`src/common/prs_regs.svh`:
```
// timing constants for the protection and restart sequencer
`ifndef PRS_REGS_SVH
`define PRS_REGS_SVH
`define PRS_CLK_HZ          10000000
`define PRS_CNT_W           24
// interval figures in microseconds; plain defaults, kept short so that
// every protection and recovery path can be exercised in a short run
`define PRS_OCP_HOLD_US     100
`define PRS_SURGE_US        1000
`define PRS_LOWIN_US        300
`define PRS_FBLOSS_US       400
`define PRS_DIS_US          250
`define PRS_REC_US          300
`define PRS_SOFT_US         1000
`define PRS_US2CYC(us)      ((us) * (`PRS_CLK_HZ / 1000000))
`endif

```
`src/common/prs_pkg.sv`:
```
// types for the protection and restart sequencer
package prs_pkg;
  typedef enum logic [2:0] {
    PRS_ST_LOWPWR,
    PRS_ST_SOFT,
    PRS_ST_ACTIVE,
    PRS_ST_STOP,
    PRS_ST_RECOVER
  } prs_state_t;
endpackage

```
`src/design/prs_sequencer.sv`:
```
// protection and restart sequencer with auto recovery timer
//
// Contract
// - separate interval timers make all protection intervals and restart delays
// - overcurrent trip turns the switch off immediately
// - after overcurrent, hold stop for the hold interval, then resume
// - surge over limit stops switching at once
// - surge clearing before its interval resumes at once, no start-up
// - long surge: low power until safe, then start-up sequence
// - long low input: low power, wait recovery interval, restart via reload
// - low input detection only in active, masked in soft-start
// - long feedback loss stops switching and enters low power
// - feedback loss masked in soft-start; recover after recovery interval
// - feedback pin low suppresses switching until it rises again
// - control pin low forces low power; release begins soft-start
// - control pin long high enters low power, recovered after interval
// - every low power entry discharges soft-start and clears its timing
// - start-up source on in low power, off in stop and active
`include "prs_regs.svh"
`timescale 1ns/1ps
`default_nettype none
module prs_sequencer
  import prs_pkg::*;
(
  input  wire logic clk_i,                       // 10 MHz clock
  input  wire logic rst_b_i,                     // sync reset, active low
  input  wire logic switch_overcurrent_trip_i,   // fast overcurrent flag
  input  wire logic input_surge_trip_i,          // input above surge limit
  input  wire logic low_input_trip_i,            // clamp current below limit
  input  wire logic feedback_loss_trip_i,        // no pull-down or overload
  input  wire logic feedback_pull_low_disable_i, // feedback pin held low
  input  wire logic control_pull_low_disable_i,  // control pin held low
  input  wire logic control_pull_high_disable_i, // control pin above high thr
  input  wire logic supply_ready_i,              // supply reached turn-on level
  output logic      switch_enable_o,             // gate switching allowed
  output logic      startup_supply_source_o,     // high voltage source on
  output logic      soft_start_reset_o,          // discharge soft-start cap
  output logic      soft_start_active_o,         // soft-start phase running
  output logic      low_power_o,                 // low consumption mode
  output logic      stop_o                       // stop mode
);
  localparam int W = `PRS_CNT_W;
  localparam logic [W-1:0] OCP_CYC   = W'(`PRS_US2CYC(`PRS_OCP_HOLD_US));
  localparam logic [W-1:0] SURGE_CYC = W'(`PRS_US2CYC(`PRS_SURGE_US));
  localparam logic [W-1:0] LOWIN_CYC = W'(`PRS_US2CYC(`PRS_LOWIN_US));
  localparam logic [W-1:0] FBL_CYC   = W'(`PRS_US2CYC(`PRS_FBLOSS_US));
  localparam logic [W-1:0] DIS_CYC   = W'(`PRS_US2CYC(`PRS_DIS_US));
  localparam logic [W-1:0] REC_CYC   = W'(`PRS_US2CYC(`PRS_REC_US));
  localparam logic [W-1:0] SOFT_CYC  = W'(`PRS_US2CYC(`PRS_SOFT_US));

  prs_state_t state_q;
  logic       stop_ocp_q;     // stop caused by overcurrent, else by surge
  logic       rec_reload_q;   // recovery ends in reload, else waits safe input
  logic [3:0] qual;
  logic [3:0] exp_w;
  logic       hold_exp;
  logic       rec_exp;
  logic       soft_exp;
  logic [W-1:0] terms [4];

  // qualifying conditions; feedback loss and low input only in active
  assign qual[0] = input_surge_trip_i && state_q != PRS_ST_LOWPWR
                   && state_q != PRS_ST_RECOVER;
  assign qual[1] = low_input_trip_i && state_q == PRS_ST_ACTIVE;
  assign qual[2] = feedback_loss_trip_i && state_q == PRS_ST_ACTIVE;
  assign qual[3] = control_pull_high_disable_i
                   && (state_q == PRS_ST_ACTIVE || state_q == PRS_ST_SOFT);
  assign terms[0] = SURGE_CYC;
  assign terms[1] = LOWIN_CYC;
  assign terms[2] = FBL_CYC;
  assign terms[3] = DIS_CYC;

  // qualifying intervals come from one timer bank; hold, recovery and soft-start have their own
  generate
    for (genvar g = 0; g < 4; g++)
    begin : g_qual
      prs_interval_timer #(.W(W)) u_tmr (
        .clk_i     (clk_i),
        .rst_b_i   (rst_b_i),
        .qual_i    (qual[g]),
        .term_i    (terms[g]),
        .expired_o (exp_w[g])
      );
    end
  endgenerate

  prs_interval_timer #(.W(W)) u_hold (
    .clk_i     (clk_i),
    .rst_b_i   (rst_b_i),
    .qual_i    (state_q == PRS_ST_STOP && stop_ocp_q),
    .term_i    (OCP_CYC),
    .expired_o (hold_exp)
  );

  prs_interval_timer #(.W(W)) u_rec (
    .clk_i     (clk_i),
    .rst_b_i   (rst_b_i),
    .qual_i    (state_q == PRS_ST_RECOVER && rec_reload_q),
    .term_i    (REC_CYC),
    .expired_o (rec_exp)
  );

  // soft-start timing held at zero outside soft-start
  prs_interval_timer #(.W(W)) u_soft (
    .clk_i     (clk_i),
    .rst_b_i   (rst_b_i),
    .qual_i    (state_q == PRS_ST_SOFT),
    .term_i    (SOFT_CYC),
    .expired_o (soft_exp)
  );

  // control pin low overrides everything but reset, it is the user's hard off
  always_ff @(posedge clk_i)
  begin
    if (!rst_b_i)
    begin
      state_q      <= PRS_ST_LOWPWR;
      stop_ocp_q   <= 1'b0;
      rec_reload_q <= 1'b0;
    end
    else if (control_pull_low_disable_i)
    begin
      state_q      <= PRS_ST_LOWPWR;
      rec_reload_q <= 1'b0;
    end
    else
    begin
      case (state_q)
        PRS_ST_LOWPWR:
          if (supply_ready_i)
            state_q <= PRS_ST_SOFT;
        PRS_ST_SOFT, PRS_ST_ACTIVE:
          if (switch_overcurrent_trip_i)
          begin
            state_q    <= PRS_ST_STOP;
            stop_ocp_q <= 1'b1;
          end
          else if (input_surge_trip_i)
          begin
            state_q    <= PRS_ST_STOP;
            stop_ocp_q <= 1'b0;
          end
          else if (exp_w[1] || exp_w[2] || exp_w[3])
          begin
            state_q      <= PRS_ST_RECOVER;
            rec_reload_q <= 1'b1;
          end
          else if (state_q == PRS_ST_SOFT && soft_exp)
            state_q <= PRS_ST_ACTIVE;
        PRS_ST_STOP:
          if (stop_ocp_q)
          begin
            if (hold_exp)
              state_q <= PRS_ST_ACTIVE;
          end
          else if (!input_surge_trip_i)
            state_q <= PRS_ST_ACTIVE;
          else if (exp_w[0])
          begin
            state_q      <= PRS_ST_RECOVER;
            rec_reload_q <= 1'b0;
          end
        PRS_ST_RECOVER:
          if (rec_reload_q ? rec_exp : !input_surge_trip_i)
            state_q <= PRS_ST_SOFT;
        default:
          state_q <= PRS_ST_LOWPWR;
      endcase
    end
  end

  // outputs registered; switching gated combinationally-free by next cycle
  always_ff @(posedge clk_i)
  begin
    if (!rst_b_i)
    begin
      switch_enable_o         <= 1'b0;
      startup_supply_source_o <= 1'b1;
      soft_start_reset_o      <= 1'b1;
      soft_start_active_o     <= 1'b0;
      low_power_o             <= 1'b1;
      stop_o                  <= 1'b0;
    end
    else
    begin
      // overcurrent and surge trips drop the enable on their first sampled edge
      switch_enable_o <= (state_q == PRS_ST_SOFT || state_q == PRS_ST_ACTIVE)
                         && !switch_overcurrent_trip_i
                         && !input_surge_trip_i
                         && !feedback_pull_low_disable_i
                         && !control_pull_low_disable_i;
      startup_supply_source_o <= state_q == PRS_ST_LOWPWR
                                 || state_q == PRS_ST_RECOVER;
      soft_start_reset_o <= state_q == PRS_ST_LOWPWR
                            || state_q == PRS_ST_RECOVER;
      soft_start_active_o <= state_q == PRS_ST_SOFT;
      low_power_o <= state_q == PRS_ST_LOWPWR || state_q == PRS_ST_RECOVER;
      stop_o      <= state_q == PRS_ST_STOP;
    end
  end
endmodule // prs_sequencer
`default_nettype wire

```
`src/design/prs_interval_timer.sv`:
```
// qualifying interval counter with configurable terminal count
`timescale 1ns/1ps
`default_nettype none
module prs_interval_timer
  import prs_pkg::*;
#(
  parameter int W = 24
)(
  input  wire logic         clk_i,     // system clock
  input  wire logic         rst_b_i,   // sync reset, active low
  input  wire logic         qual_i,    // qualifying condition present
  input  wire logic [W-1:0] term_i,    // terminal count in cycles
  output logic              expired_o  // high once count reaches term
);
  logic [W-1:0] cnt_q;

  // restarts from zero whenever the condition drops out
  always_ff @(posedge clk_i)
  begin
    if (!rst_b_i || !qual_i)
    begin
      cnt_q     <= '0;
      expired_o <= 1'b0;
    end
    else if (cnt_q >= term_i)
      expired_o <= 1'b1;
    else
      cnt_q <= cnt_q + 1'b1;
  end
endmodule // prs_interval_timer
`default_nettype wire

```
`config.mk`:
```
export PLATFORM = sky130hd
export DESIGN_NAME = prs_sequencer
export DESIGN_NICKNAME = d
export VERILOG_FILES = /design/src/common/prs_pkg.sv /design/src/design/prs_sequencer.sv /design/src/design/prs_interval_timer.sv
export VERILOG_INCLUDE_DIRS = /design/src /design/src/common
export SDC_FILE = /design/constraint.sdc
export NUM_CORES = 1
export LEC_CHECK = 0
export ABC_AREA = 1
export BUFFER_PORTS_ARGS = -buffer_cell sky130_fd_sc_hd__clkbuf_2
export CORE_MARGIN = 4
export CORE_UTILIZATION = 38
export CTS_CLUSTER_SIZE = 8
export DETAILED_ROUTE_END_ITERATION = 8
export PLACE_DENSITY = 0.49
export SLEW_MARGIN = 20
export SYNTH_ARGS = -nofsm -noshare
export SYNTH_HDL_FRONTEND = slang
export SYNTH_HIERARCHICAL = 1
export SYNTH_SLANG_ARGS = --single-unit
```
`constraint.sdc`:
```
create_clock -name clk_i -period 4.31 [get_ports clk_i]
set_input_delay 0 -clock clk_i [delete_from_list [all_inputs] [get_ports clk_i]]
set_output_delay 0 -clock clk_i [all_outputs]
set_load 0.01 [all_outputs]
```
==> results of run 1 <==
==> placed cells by master (no fill, tap or decap), types with 16 or more instances in the layout <==
cell	instances
sky130_fd_sc_hd__xnor2_1	42
sky130_fd_sc_hd__clkbuf_16	17
sky130_fd_sc_hd__nor2_2	20
sky130_fd_sc_hd__nand3_1	187
sky130_fd_sc_hd__conb_1	168
sky130_fd_sc_hd__inv_2	25
sky130_fd_sc_hd__xor2_1	63
sky130_fd_sc_hd__ha_1	175
sky130_fd_sc_hd__nand3_2	17
sky130_fd_sc_hd__nor2_1	298
sky130_fd_sc_hd__nand2_1	781
sky130_fd_sc_hd__a21oi_2	16
sky130_fd_sc_hd__a21oi_1	207
sky130_fd_sc_hd__nand3b_1	49
sky130_fd_sc_hd__inv_1	263
sky130_fd_sc_hd__nand2_2	47
sky130_fd_sc_hd__nor2_4	19
sky130_fd_sc_hd__dfxtp_1	184
==> path summary, 6_finish.rpt <==
| kind | cells past startpoint | slack (ns) | endpoint |
|---|---|---|---|
| worst max-delay path | 9 | 1.82 | g_qual[1].u_tmr/cnt_q[20] |
| worst min-delay path | 9 | 0.14 | state_q[1] |
| worst max register to register | 9 | 1.82 | g_qual[1].u_tmr/cnt_q[20] |
| worst min register to register | 2 | 0.48 | g_qual[3].u_tmr/expired_o |
==> logic make-up after synthesis <==
group / after synthesis
xor+xnor: 105
fa+ha+maj: 175
simple gates: 1443
flops: 184
other cells: 2
buf+inv: 347
compound gates: 259
==> state kept, by name (all words and copies together), names as in the netlist <==
register	cells
stop_ocp_q	1
u_soft/cnt_q	24
g_qual.u_tmr/expired_o	4
state_q	3
rec_reload_q	1
u_hold/cnt_q	24
u_soft/expired_o	1
switch_enable_o	1
u_rec/cnt_q	24
low_power_o	1
u_hold/expired_o	1
u_rec/expired_o	1
soft_start_active_o	1
stop_o	1
g_qual.u_tmr/cnt_q	96
==> synthesized netlist by cell type <==
master / n / area, µm²
sky130_fd_sc_hd__nor3_1: 1 / 5.00
sky130_fd_sc_hd__inv_1: 263 / 987
sky130_fd_sc_hd__o21bai_2: 1 / 11.3
sky130_fd_sc_hd__clkbuf_1: 14 / 52.6
sky130_fd_sc_hd__a21o_1: 14 / 105
sky130_fd_sc_hd__nand2_2: 47 / 294
sky130_fd_sc_hd__or3_1: 1 / 6.26
sky130_fd_sc_hd__inv_2: 25 / 93.8
sky130_fd_sc_hd__nor2_2: 20 / 125
sky130_fd_sc_hd__nand3b_1: 49 / 368
sky130_fd_sc_hd__buf_2: 14 / 70.1
sky130_fd_sc_hd__a21oi_1: 207 / 1040
sky130_fd_sc_hd__ha_1: 175 / 2190
sky130_fd_sc_hd__a21oi_2: 16 / 140
sky130_fd_sc_hd__conb_1: 2 / 7.51
sky130_fd_sc_hd__nand4_1: 8 / 50.1
sky130_fd_sc_hd__dfxtp_1: 184 / 3680
sky130_fd_sc_hd__o21ai_0: 1 / 5.00
sky130_fd_sc_hd__nand2_4: 14 / 158
sky130_fd_sc_hd__nor2_8: 1 / 20.0
sky130_fd_sc_hd__nand3_1: 187 / 936
sky130_fd_sc_hd__nor2_1: 298 / 1120
sky130_fd_sc_hd__o21bai_1: 13 / 97.6
sky130_fd_sc_hd__a21oi_4: 7 / 114
sky130_fd_sc_hd__xor2_1: 63 / 552
sky130_fd_sc_hd__nor2_4: 19 / 214
sky130_fd_sc_hd__buf_6: 14 / 158
sky130_fd_sc_hd__nand2_1: 781 / 2930
sky130_fd_sc_hd__clkinv_1: 1 / 3.75
sky130_fd_sc_hd__nand3_2: 17 / 170
sky130_fd_sc_hd__xnor2_1: 42 / 368
sky130_fd_sc_hd__buf_4: 16 / 120
==> repair_timing <==
item,in CTS,in global routing
buffers inserted,0,0
endpoints found under the hold margin,8,0
hold buffers,5,0
==> through the flow <==
step,std cells,worst slack (ns),cell area [µm²],util,power (mW)
floorplan,2681,2.63,16800,-,1.94
global placement,3178,1.80,17200,0.408,1.98
detailed placement,3178,1.78,17200,0.408,1.98
CTS,3213,1.77,17800,0.425,3.76
global route,3213,1.53,17800,0.425,3.87
finish,3213,1.82,17800,0.425,3.69
==> final cells by class <==
cell class,instances,area (µm²)
timing repair buffer,21,133
tap,539,674
clock inverter,8,144
multi-input combinational,2150,11600
clock buffer,22,484
inverter,289,1080
fill,4569,24200
sequential,184,3680
==> power by group through the flow <==
stage          clock network [mW]  logic [mW]  registers, mW
2_1_floorplan                   0       0.185           1.75
3_3_place_gp                    0       0.224           1.75
3_5_place_dp                    0       0.230           1.75
4_1_cts                      1.81       0.235           1.71
5_1_grt                      1.86       0.290           1.72
6_report                     1.74       0.237           1.71
==> critical path, delay by kind of cell, from the launching register on <==
family / cells / cell delay, ns
fa+ha+maj: 1 / 0.31
flops: 1 / 0.36
compound gates: 1 / 0.14
simple gates: 7 / 1.58
==> per-layer routing <==
metal  global-route usage  vias up  wire (µm)
met1                0.219     6511      18800
met4               0.0450        0        593
met3               0.0196       27        690
met5                    0        -          0
met2                0.291       99      17500
li1                     -     8114          -
==> results.md, run 1 <==
- Setup repair after global routing left no endpoint under its margin.
- The wire length reported by the detailed router is around 38 mm.
- The number of antenna diodes in the final layout is 0.
- The number of max-capacitance violations reported is 0.
- Of the total power, the clock network draws 0.471.
- CTS placed an instance of sky130_fd_sc_hd__clkbuf_16 at the clock tree root.
- Summing over every cut layer, the via total after detailed routing is between 10k and 15k.
- The share of the cycle needed by the critical path after routing is 0.578.
- Data on the critical path arrives at its endpoint at 2.85 ns.
- The region available for standard cell placement spans 0.0420 mm².
- The number of warning messages in the yosys log is 6.
- The CTS tree is done.
- The routed wirelength normalized by instance count is 11.7 µm.
- The first TritonRoute pass finished after 5 iterations.
- The number of remaining DRC errors is 0.
- The initial antenna violation count is 0.
- The largest single stage delay on the critical path is 0.38 ns.
- The average via count per standard cell is 4.59.
- The critical path is of the reg -> reg type.
- The number of CTS-inserted buffers is 17.
- The start point of the worst hold path is supply_ready_i.
- The sequential share of the synthesized area is 0.228.
- Of the total synthesized cell area, the portion taken by AND, OR, NAND and NOR gates is 0.395.
- The die extent in y is 214 µm.
- The combinational family with the most area after synthesis is simple AND/OR/NAND/NOR gates.
- The start of the worst register-to-register path is g_qual[1].u_tmr/cnt_q[15].
- The upper clock frequency limit is between 0.4 and 0.5 GHz.
- The aggregate negative setup slack is 0 ns.
- On the final layout, the worst clock skew is 0.00873 ns.
- The combinational share of power is 0.064.
- The final layout contains 2848 nets.
- The floorplan step defined a die boundary enclosing 0.0460 mm².
- The detailed placement HPWL is roughly 29 mm.
- The flow ran to the end, and the final reports show no timing, DRC or antenna violations.
- The net switching power figure is 0.876 mW.
- The share of synthesized cell area in full adder, half adder and majority cells is 0.135.
- In the global route stage, overall resource usage came out at 0.167.
- Walking the worst path, the cells encountered are ha_1 -> nand2_1 -> nor2_1 -> nand4_1 -> nor2_1 -> nand2_2 -> nand2_4 -> nand2_1 -> a21oi_1.
- The analysis attributes to cell leakage a power of 7.96 nW.
- Counting flops and latches in the post-synthesis netlist gives 184.
- The internal power is 2.81 mW.
- Clock latency on the worst-skew pair, taken at its later pin, is 0.45 ns.
- At the pin with the least slew margin, the transition time is ~1.1 ns.
- Relative to the synthesized area, the layout overhead comes to 10.2%.
- Of the post-synthesis cell area, the part taken by muxes is 0.
- In this run the power density over the cells is 207 mW/mm².
- The detailed router finished its first iteration with just under 600 violations.
- The first-pass GRT wire length is 66.2 mm.
- Along the worst path, the maximum fanout reaches 25.
- The die is 214 µm wide.
- The relative slew slack is 0.271.
- After technology mapping, the gate count stands at 2515.
- The count of pins over their slew limit is 0.
- The worst hold slack after final layout is 0.139 ns.
- The maximum count of clock buffers along a single path is 2.
- Summed over all layers, the global routing overflow is 0.
- The number of primary I/O pins is 16.
- The final weighted congestion of routability-driven global placement is 0.866.
- The worst setup path is launched from a flip-flop.
- Post-CTS repair changed the size of 0 cells.
- The maximum vdd ir drop is 245 µV.
- The complex-gate fraction of the synthesized area is 0.0932.
- The switching fraction of total power is 0.238.
- The cell row count is 75.
- The worst min-delay path class is in -> reg.
- The initial core utilization is 0.385.
- The count of final hold-check violations came to 0.
- The smallest clock period supported by the final layout is computed as 2.49 ns.
- The layout cell share with drive strength beyond 1 is 0.0793.
- Setup violations remaining at the end of the flow were counted as 0.
- The count of nets left with antenna violations once routing finished came out at 0.
- The count of clock tree sinks is 184.
- The mean post-synth cell area is 6.44 µm².
- Of the total power, registers draw 0.465.
- The total number of H-tree levels is 4.
- For the worst setup path, the data required time is ~4.7 ns.
- The number of unique standard cell types used by synthesis is 32.
- The most critical setup path has its startpoint at g_qual[1].u_tmr/cnt_q[15].
- The largest net degree at the start of global routing is 26.
- The number of port buffers is 15.
- After synthesis the cells add up to 0.0162 mm².
- Of the total synthesized cell area, the portion taken by XOR and XNOR cells is 0.0568.
- The number of global-route vias before repair is 14.2k.
- The clock input transition at the sequential cells of the worst setup and hold paths is about 0.07 ns.
- The worst setup path is captured at a flip-flop.
- The slowest stage cell on the critical path is sky130_fd_sc_hd__nand2_4.
No activity file was read; power rests on OpenSTA's default activity.
==> run 2: changes to the inputs <==
Settings changed: ABC_AREA 1 to 0, PLACE_DENSITY 0.49 to 0.5.
Clock period 4.31 ns to 2.5 ns, I/O delays scaled along.
==> results.md, run 2 <==
- The mux cell area share after synthesis is 0 (unchanged).
- The total of endpoints with negative setup slack in the final report is 0 (unchanged).
- The sequential share of the synthesized area is 0.277 (was 0.228).
- The final weighted congestion of routability-driven global placement is 0.760 (was 0.866).
- RSZ-0062 raised after global routing: no (unchanged).
- Cells traversed along the worst timing path: ha_1 -> a21o_1 -> a21o_1 -> a221oi_4 -> o211ai_4 -> buf_12 -> or4_1 -> a21oi_1 (was ha_1 -> nand2_1 -> nor2_1 -> nand4_1 -> nor2_1 -> nand2_2 -> nand2_4 -> nand2_1 -> a21oi_1).
- In this design, the critical path's most frequently occurring cell is sky130_fd_sc_hd__a21o_1.
- The total chip power was 6.17 mW (was 3.69 mW).
- The gate count of the mapped netlist is 1711 (was 2515).
- The CTS tree is done (unchanged).
- The worst min-delay path class was in -> reg (unchanged).
- The detailed router's first-iteration violation count is 521 (was 577).
- The combinational family with the most area after synthesis is simple AND/OR/NAND/NOR gates (unchanged).
- Highest-count cells in the layout ignoring fill and taps: sky130_fd_sc_hd__inv_1, sky130_fd_sc_hd__a21oi_1, sky130_fd_sc_hd__ha_1 (was sky130_fd_sc_hd__nand2_1, sky130_fd_sc_hd__nor2_1, sky130_fd_sc_hd__inv_1).
- The relative slew slack came to 0.620 (was 0.271).
- The first-pass GRT wire length is 51.8 mm (was 66.2 mm).
- The number of primary I/O pins is 16 (unchanged).
- The synthesized-area fraction occupied by and/or/nand/nor cells is 0.259 (was 0.395).
- The count of clock tree sinks is 184 (unchanged).
- The share of the cycle needed by the critical path after routing came to 0.951 (was 0.578).
- The total number of H-tree levels is 4 (unchanged).
- Status: finished clean (unchanged).
- The routed wirelength normalized by instance count was 12.7 µm (was 11.7 µm).
- The filler cell count is 3543 (was 4569).
- The number of remaining DRC errors is 0 (unchanged).
- The remaining antenna violation count is 0 (unchanged).
- The final instance count without filler cells was 2364 (was 3213).
- The area added between synthesis and finish is 15.2% (was 10.2%).
- The total number of vias is 12.0k (was 14.8k).
- Synth top cells by count: sky130_fd_sc_hd__a21oi_1, sky130_fd_sc_hd__inv_1, sky130_fd_sc_hd__dfxtp_1 (was sky130_fd_sc_hd__nand2_1, sky130_fd_sc_hd__nor2_1, sky130_fd_sc_hd__inv_1).
- The total placed instance area was 0.0146 mm² (was 0.0172 mm²).
- The cell type group with the largest total delay on the critical path was compound AO/OA/AOI/OAI gates (was simple AND/OR/NAND/NOR gates).
- The initial antenna violation count is 0 (unchanged).
- The later-pin clock latency in the skew report was 0.44 ns (was 0.45 ns).
- The aggregate global-route resource usage came to 0.159 (was 0.167).
- The register ranked first by flip-flop count is g_qual.u_tmr/cnt_q (unchanged).
- The worst path setup slack after routing came to 0.123 ns (was 1.82 ns).
- The average via count per standard cell is 5.09 (was 4.59).
- The clock input transition at the sequential cells of the worst setup and hold paths is 0.07 ns (about the same).
- The number of nets at the end of the flow came to 2081 (was 2848).
- The maximum vdd ir drop was 495 µV (was 245 µV).
- The number of detailed-route iterations in the first pass is 5 (unchanged).
- Cells taking the most area after synthesis: sky130_fd_sc_hd__dfxtp_1, sky130_fd_sc_hd__ha_1, sky130_fd_sc_hd__a21oi_1, sky130_fd_sc_hd__inv_1, sky130_fd_sc_hd__or4_1 (was sky130_fd_sc_hd__dfxtp_1, sky130_fd_sc_hd__nand2_1, sky130_fd_sc_hd__ha_1, sky130_fd_sc_hd__nor2_1, sky130_fd_sc_hd__a21oi_1).
- The number of unique standard cell types used by synthesis is 48 (was 32).
- The number of CTS-inserted buffers was 17 (unchanged).
- The slew at the pin closest to its max-slew limit is 0.566 ns (was 1.09 ns).
- The area taken by multi-input logic gates came to 0.00910 mm² (was 0.0116 mm²).
- The flip-flop count of the largest register, all copies and words added came to 96 (unchanged).
- The mean post-synth cell area came to 7.78 µm² (was 6.44 µm²).
- The count of final hold-check violations came to 0 (unchanged).
- The type of destination of the critical path is a flip-flop (unchanged).
- The xor and xnor area share after synthesis was 0.00526 (was 0.0568).
- The largest area contributor in the synthesized netlist was sky130_fd_sc_hd__dfxtp_1 (unchanged).
- The number of global-route vias before repair is 11.0k (was 14.2k).
- The upper clock frequency limit was 0.421 GHz (was 0.402 GHz).
- The post-placement setup slack came to 0.0713 ns (was 1.78 ns).
- The layout cell share with drive strength beyond 1 is 0.0686 (was 0.0793).
- The number of warning messages in the yosys log is 6 (unchanged).
- The full die area is 0.0381 mm² (was 0.0460 mm²).
- The number of max-capacitance violations reported was 0 (unchanged).
- The worst clock skew on the final layout is 0.0108 ns (was 0.00873 ns).
- The area of the mapped netlist came to 0.0133 mm² (was 0.0162 mm²).
- The wire length reported by the detailed router was 30.1 mm (was 37.6 mm).
- The proportion of synthesized flip-flops having asynchronous set or reset is 0 (unchanged).
- The required time of the critical path is 2.87 ns (was 4.67 ns).
- The leakage power summed over all cells came to 6.11 nW (was 7.96 nW).
- The share of synthesized cell area in full adder, half adder and majority cells is 0.164 (was 0.135).
- The aggregate negative setup slack was 0 ns (unchanged).
- The arrival time reported for the critical path endpoint is 2.75 ns (was 2.85 ns).
- The cell count after placement is 2324 (was 3178).
- The area of all placed cells without fillers is 0.0153 mm² (was 0.0178 mm²).
- The remaining global-route overflow is 0 (unchanged).
- The buffer count from post-CTS setup fixing is 0 (unchanged).
- The diode insertion count for antenna repair is 0 (unchanged).
- The buffer and inverter count on the worst path is 1 (was 0).
- The flip-flop and latch count after synthesis came to 184 (unchanged).
- The detailed placement HPWL is 22.3 mm (was 28.6 mm).
- The number of port buffers was 15 (unchanged).
- The power density normalized to cell area is 402 mW/mm² (was 207 mW/mm²).
- The area share of the largest cell type after synthesis is 0.277 (was 0.228).
- The sequential cell area came to 0.00370 mm² (was 0.00368 mm²).
- The complex-gate fraction of the synthesized area is 0.204 (was 0.0932).
- The biggest fanout along the worst timing path is 17 (was 25).
- The number of enable-type register cells in the synthesized netlist is 0 (unchanged).
- The width of the die is 195 µm (was 214 µm).
- The cell row count is 68 (was 75).
- The die extent in y is 195 µm (was 214 µm).
- The count of pins over their slew limit came to 0 (unchanged).
- The flip-flop cell with the highest count after synthesis was sky130_fd_sc_hd__dfxtp_1 (unchanged).
- The maximum single-stage delay on the critical path was 0.51 ns (was 0.38 ns).
- The critical path class is reg -> reg (unchanged).
- The most common library cell in the layout ignoring fill and taps is sky130_fd_sc_hd__inv_1 (was sky130_fd_sc_hd__nand2_1).
- The cell chosen for the clock root is sky130_fd_sc_hd__clkbuf_16 (unchanged).
- The initial core utilization was 0.386 (was 0.385).
- The type of element launching the critical path is a flip-flop (unchanged).
- The largest net degree at the start of global routing is 49 (was 26).
- The minimum clock period is 2.38 ns (was 2.49 ns).
- The maximum count of clock buffers along a single path was 2 (unchanged).
- The placeable core region is 0.0345 mm² (was 0.0420 mm²).
- The slowest stage cell on the critical path is sky130_fd_sc_hd__or4_1 (was sky130_fd_sc_hd__nand2_4).
==> run 2: cell types whose count changed after synthesis, moves of 70 or more <==
| cell | change |
|---|---|
| sky130_fd_sc_hd__o31ai_1 | +70 |
| sky130_fd_sc_hd__nand3_1 | -123 |
| sky130_fd_sc_hd__nor2_1 | -224 |
| sky130_fd_sc_hd__o21ai_0 | +114 |
| sky130_fd_sc_hd__nand2_1 | -630 |
| sky130_fd_sc_hd__or4_1 | +98 |
==> run 2: final cells by class <==
class	instances	share of cell area
clock buffers	21	0.0300
clock inverters	11	0.00954
inverters	198	0.0484
multi-input cells	1425	0.593
flip-flops and latches	184	0.241
well taps	455	0.0371
repair buffers	70	0.0411
==> run 2: cells by family after synthesis <==
kind of cell               count (synthesis)
buffers and inverters                    268
adders and majority gates                175
other                                      2
and+or+nand+nor                          621
xor gates and xnor gates                   8
DFF                                      184
AOI/OAI and AO/OA                        453
==> run 2: worst reg2reg max path, stage by stage, from the launching register on <==
cell and delay [ns]:
sky130_fd_sc_hd__dfxtp_2 0.35, sky130_fd_sc_hd__ha_1 0.24, sky130_fd_sc_hd__a21o_1 0.18, sky130_fd_sc_hd__a21o_1 0.19, sky130_fd_sc_hd__a221oi_4 0.34, sky130_fd_sc_hd__o211ai_4 0.17
sky130_fd_sc_hd__buf_12 0.18, sky130_fd_sc_hd__or4_1 0.51, sky130_fd_sc_hd__a21oi_1 0.15
==> run 2: layer usage <==
metal | up-vias | global-route usage | wire (µm)
met1 | 5460 | 0.214 | 15200
met2 | 82 | 0.269 | 14000
li1 | 6468 | - | -
met4 | 0 | 0.0339 | 259
met5 | - | 0 | 0
met3 | 13 | 0.0266 | 564
==> run 2: per-stage QoR <==
step | hold slack, ns | util
after floorplan | 0.0762 | -
after global placement | 0.255 | 0.422
after detailed placement | 0.265 | 0.422
after CTS | 0.0391 | 0.442
after global routing | 0.0974 | 0.444
final | 0.0596 | 0.444
==> run 2: repair_timing <==
action | in CTS | in global routing
setup endpoints to repair | 0 | 34
gates resized for setup | 0 | 20
endpoints found under the hold margin | 5 | 0
hold buffers | 7 | 0
==> run 2: report_power, final <==
part	switching (mW)	leakage [nW]	total, mW	internal, mW
registers	0.00712	1.49	2.94	2.94
logic	0.231	4.33	0.372	0.142
clock network	1.23	0.293	2.86	1.63
==> run 2: final timing paths <==
check,from,end,slack (ns),cells past startpoint
worst max register to register,g_qual[1].u_tmr/cnt_q[21],g_qual[1].u_tmr/cnt_q[13],0.12,8
worst max-delay path,g_qual[1].u_tmr/cnt_q[21],g_qual[1].u_tmr/cnt_q[13],0.12,8
worst min register to register,u_rec/expired_o,u_rec/expired_o,0.48,2
worst min-delay path,input_surge_trip_i,rec_reload_q,0.06,3
==> run 3: changes to the inputs <==
Settings changed: CTS_BUF_LIST set to sky130_fd_sc_hd__clkbuf_4 sky130_fd_sc_hd__clkbuf_8 sky130_fd_sc_hd__clkbuf_16.
==> results.md, run 3 (same netlist as run 2, synthesis figures left out) <==
- The end of the worst register-to-register path is g_qual[1].u_tmr/cnt_q[13] (unchanged).
- The count of clock tree sinks is 184 (unchanged).
- The wire length reported by the detailed router is 30.1 mm (about the same).
- The full die area is 0.0381 mm² (unchanged).
- The remaining antenna violation count is 0 (unchanged).
- The cell chosen for the clock root is sky130_fd_sc_hd__clkbuf_16 (unchanged).
- The fraction of met2 tracks used by global routing came to 0.270 (was 0.269).
- The initial core utilization is 0.386 (unchanged).
- The count of final hold-check violations is 0 (unchanged).
- The most heavily used metal layer in global routing is met2 (unchanged).
- The minimum clock period is 2.38 ns (about the same).
- The arrival time reported for the critical path endpoint is 2.75 ns (about the same).
- The share of the cycle needed by the critical path after routing is 0.952 (was 0.951).
- The later-pin clock latency in the skew report is 0.44 ns (about the same).
- The relative slew slack is 0.620 (about the same).
- The filler cell count is 3541 (was 3543).
- Status: finished clean (unchanged).
- The total number of vias is 12.0k (about the same).
- The flip-flop count of the largest register, all copies and words added is 96 (unchanged).
- The number of max-capacitance violations reported is 0 (unchanged).
- The diode insertion count for antenna repair is 0 (unchanged).
- The maximum count of clock buffers along a single path is 2 (unchanged).
- The aggregate global-route resource usage is 0.159 (about the same).
- The end point of the most critical hold path was rec_reload_q (unchanged).
- The launching element of the worst setup path is g_qual[1].u_tmr/cnt_q[21] (unchanged).
- Highest-count cells in the layout ignoring fill and taps: sky130_fd_sc_hd__inv_1, sky130_fd_sc_hd__a21oi_1, sky130_fd_sc_hd__ha_1 (unchanged).
- The number of port buffers is 15 (unchanged).
- The critical path class is reg -> reg (unchanged).
- The cell row count came to 68 (unchanged).
- The largest net degree at the start of global routing came to 49 (unchanged).
- The number of detailed-route iterations in the first pass is 5 (unchanged).
- The aggregate negative setup slack is 0 ns (unchanged).
- The routed wirelength normalized by instance count is 12.7 µm (about the same).
- The global-route track usage on met1 was 0.214 (about the same).
- The type of element launching the critical path is a flip-flop (unchanged).
- The slew at the pin closest to its max-slew limit is 0.566 ns (about the same).
- The number of nets at the end of the flow is 2081 (unchanged).
- The detailed router's first-iteration violation count is 521 (unchanged).
- The CTS tree is done (unchanged).
- The placeable core region came to 0.0345 mm² (unchanged).
- The number of global-route vias before repair is 11.0k (about the same).
- The most common library cell in the layout ignoring fill and taps was sky130_fd_sc_hd__inv_1 (unchanged).
- The register ranked first by flip-flop count is g_qual.u_tmr/cnt_q (unchanged).
- The worst clock skew on the final layout came to 0.0117 ns (was 0.0108 ns).
- The reg2reg setup slack is 0.12 ns (about the same).
- The leakage power summed over all cells is 6.12 nW (was 6.11 nW).
- RSZ-0062 raised after global routing: no (unchanged).
- The total chip power was 6.19 mW (was 6.17 mW).
- The required time of the critical path is 2.87 ns (about the same).
- The average via count per standard cell is 5.09 (about the same).
- The number of primary I/O pins is 16 (unchanged).
- The clock input transition at the sequential cells of the worst setup and hold paths is 0.07 ns (about the same).
- The detailed placement HPWL was 22.3 mm (unchanged).
- The first-pass GRT wire length came to 51.9 mm (was 51.8 mm).
- The start point of the worst hold path is input_surge_trip_i (unchanged).
- The layout cell share with drive strength beyond 1 is 0.0697 (was 0.0686).
- The initial antenna violation count is 0 (unchanged).
- The total of endpoints with negative setup slack in the final report is 0 (unchanged).
- The worst min-delay path class is in -> reg (unchanged).
- The total number of H-tree levels is 4 (unchanged).
- The number of stages on the worst hold path is 3 (unchanged).
- The maximum vdd ir drop was 488 µV (was 495 µV).
- The biggest fanout along the worst timing path came to 17 (unchanged).
- The met3 routing resource usage after global routing came to 0.0276 (was 0.0266).
- The number of remaining DRC errors is 0 (unchanged).
- The count of cells along the worst register-to-register path came to 8 (unchanged).
- The width of the die is 195 µm (unchanged).
- The number of CTS-inserted buffers was 17 (unchanged).
- The power density normalized to cell area is 403 mW/mm² (was 402 mW/mm²).
- The upper clock frequency limit is 0.420 GHz (was 0.421 GHz).
- The count of pins over their slew limit is 0 (unchanged).
- The start of the worst register-to-register path is g_qual[1].u_tmr/cnt_q[21] (unchanged).
- The remaining global-route overflow is 0 (unchanged).
- The area added between synthesis and finish is 15.3% (was 15.2%).
- The die extent in y is 195 µm (unchanged).
- The final weighted congestion of routability-driven global placement came to 0.760 (unchanged).
- The type of destination of the critical path is a flip-flop (unchanged).
[run 3: changes by cell type in the layout (fill, tap and decap cells not counted)]
cell,change
sky130_fd_sc_hd__clkbuf_4,+2
sky130_fd_sc_hd__clkbuf_1,-2
[run 3: worst max-delay path by stage]
stage / cells past startpoint / endpoint / slack (ns)
finish: 8 / g_qual[1].u_tmr/cnt_q[13] / 0.12
global route: 8 / g_qual[1].u_tmr/cnt_q[19] / 0.002
CTS: 8 / g_qual[1].u_tmr/cnt_q[11] / 0.03
detailed placement: 8 / g_qual[1].u_tmr/cnt_q[20] / 0.07
global placement: 8 / g_qual[1].u_tmr/cnt_q[8] / 0.07
floorplan: 8 / g_qual[1].u_tmr/cnt_q[15] / 0.30
[run 3: cell type report]
cell class                      count  area, µm²  share of cell area
Multi-Input combinational cell   1425       9100               0.593
Sequential cell                   184       3700               0.241
Inverter                          198        743              0.0484
Timing Repair Buffer               70        631              0.0411
Tap cell                          455        569              0.0371
Clock buffer                       21        468              0.0305
Clock inverter                     11        146             0.00953
[run 3: critical path: stages, from the launching register on]
cell and delay, ns:
sky130_fd_sc_hd__dfxtp_2 0.35, sky130_fd_sc_hd__ha_1 0.24, sky130_fd_sc_hd__a21o_1 0.18, sky130_fd_sc_hd__a21o_1 0.19
sky130_fd_sc_hd__a221oi_4 0.34, sky130_fd_sc_hd__o211ai_4 0.17, sky130_fd_sc_hd__buf_12 0.18, sky130_fd_sc_hd__or4_1 0.51
sky130_fd_sc_hd__a21oi_1 0.15
[run 3: metal layers]
layer / up-vias / share of wire
li1: 6475 / -
met1: 5458 / 0.51
met2: 82 / 0.47
met3: 10 / 0.018
met4: 0 / 0.0081
met5: - / 0
[run 3: power by group]
group          switching [mW]  leakage [nW]  internal [mW]  total [mW]
combinational           0.231          4.33          0.142       0.373
sequential            0.00721          1.49           2.94        2.94
clock                    1.22         0.300           1.65        2.87
[run 3: what timing repair did]
action / CTS / global route
setup buffers: 0 / 0
resized for setup: 0 / 20
hold buffers: 7 / 0
setup endpoints to repair: 0 / 37
endpoints found under the hold margin: 5 / 0
[run 3: through the flow]
stage	cell area (µm²)	hold slack, ns	instances	util	setup slack (ns)
detailed placement	14600	0.265	2324	0.422	0.0713
floorplan	13900	0.0762	1877	-	0.302
global route	15400	0.0958	2364	0.444	0.00216
finish	15400	0.0630	2364	0.444	0.119
global placement	14600	0.255	2324	0.422	0.0748
CTS	15300	0.0375	2363	0.442	0.0321
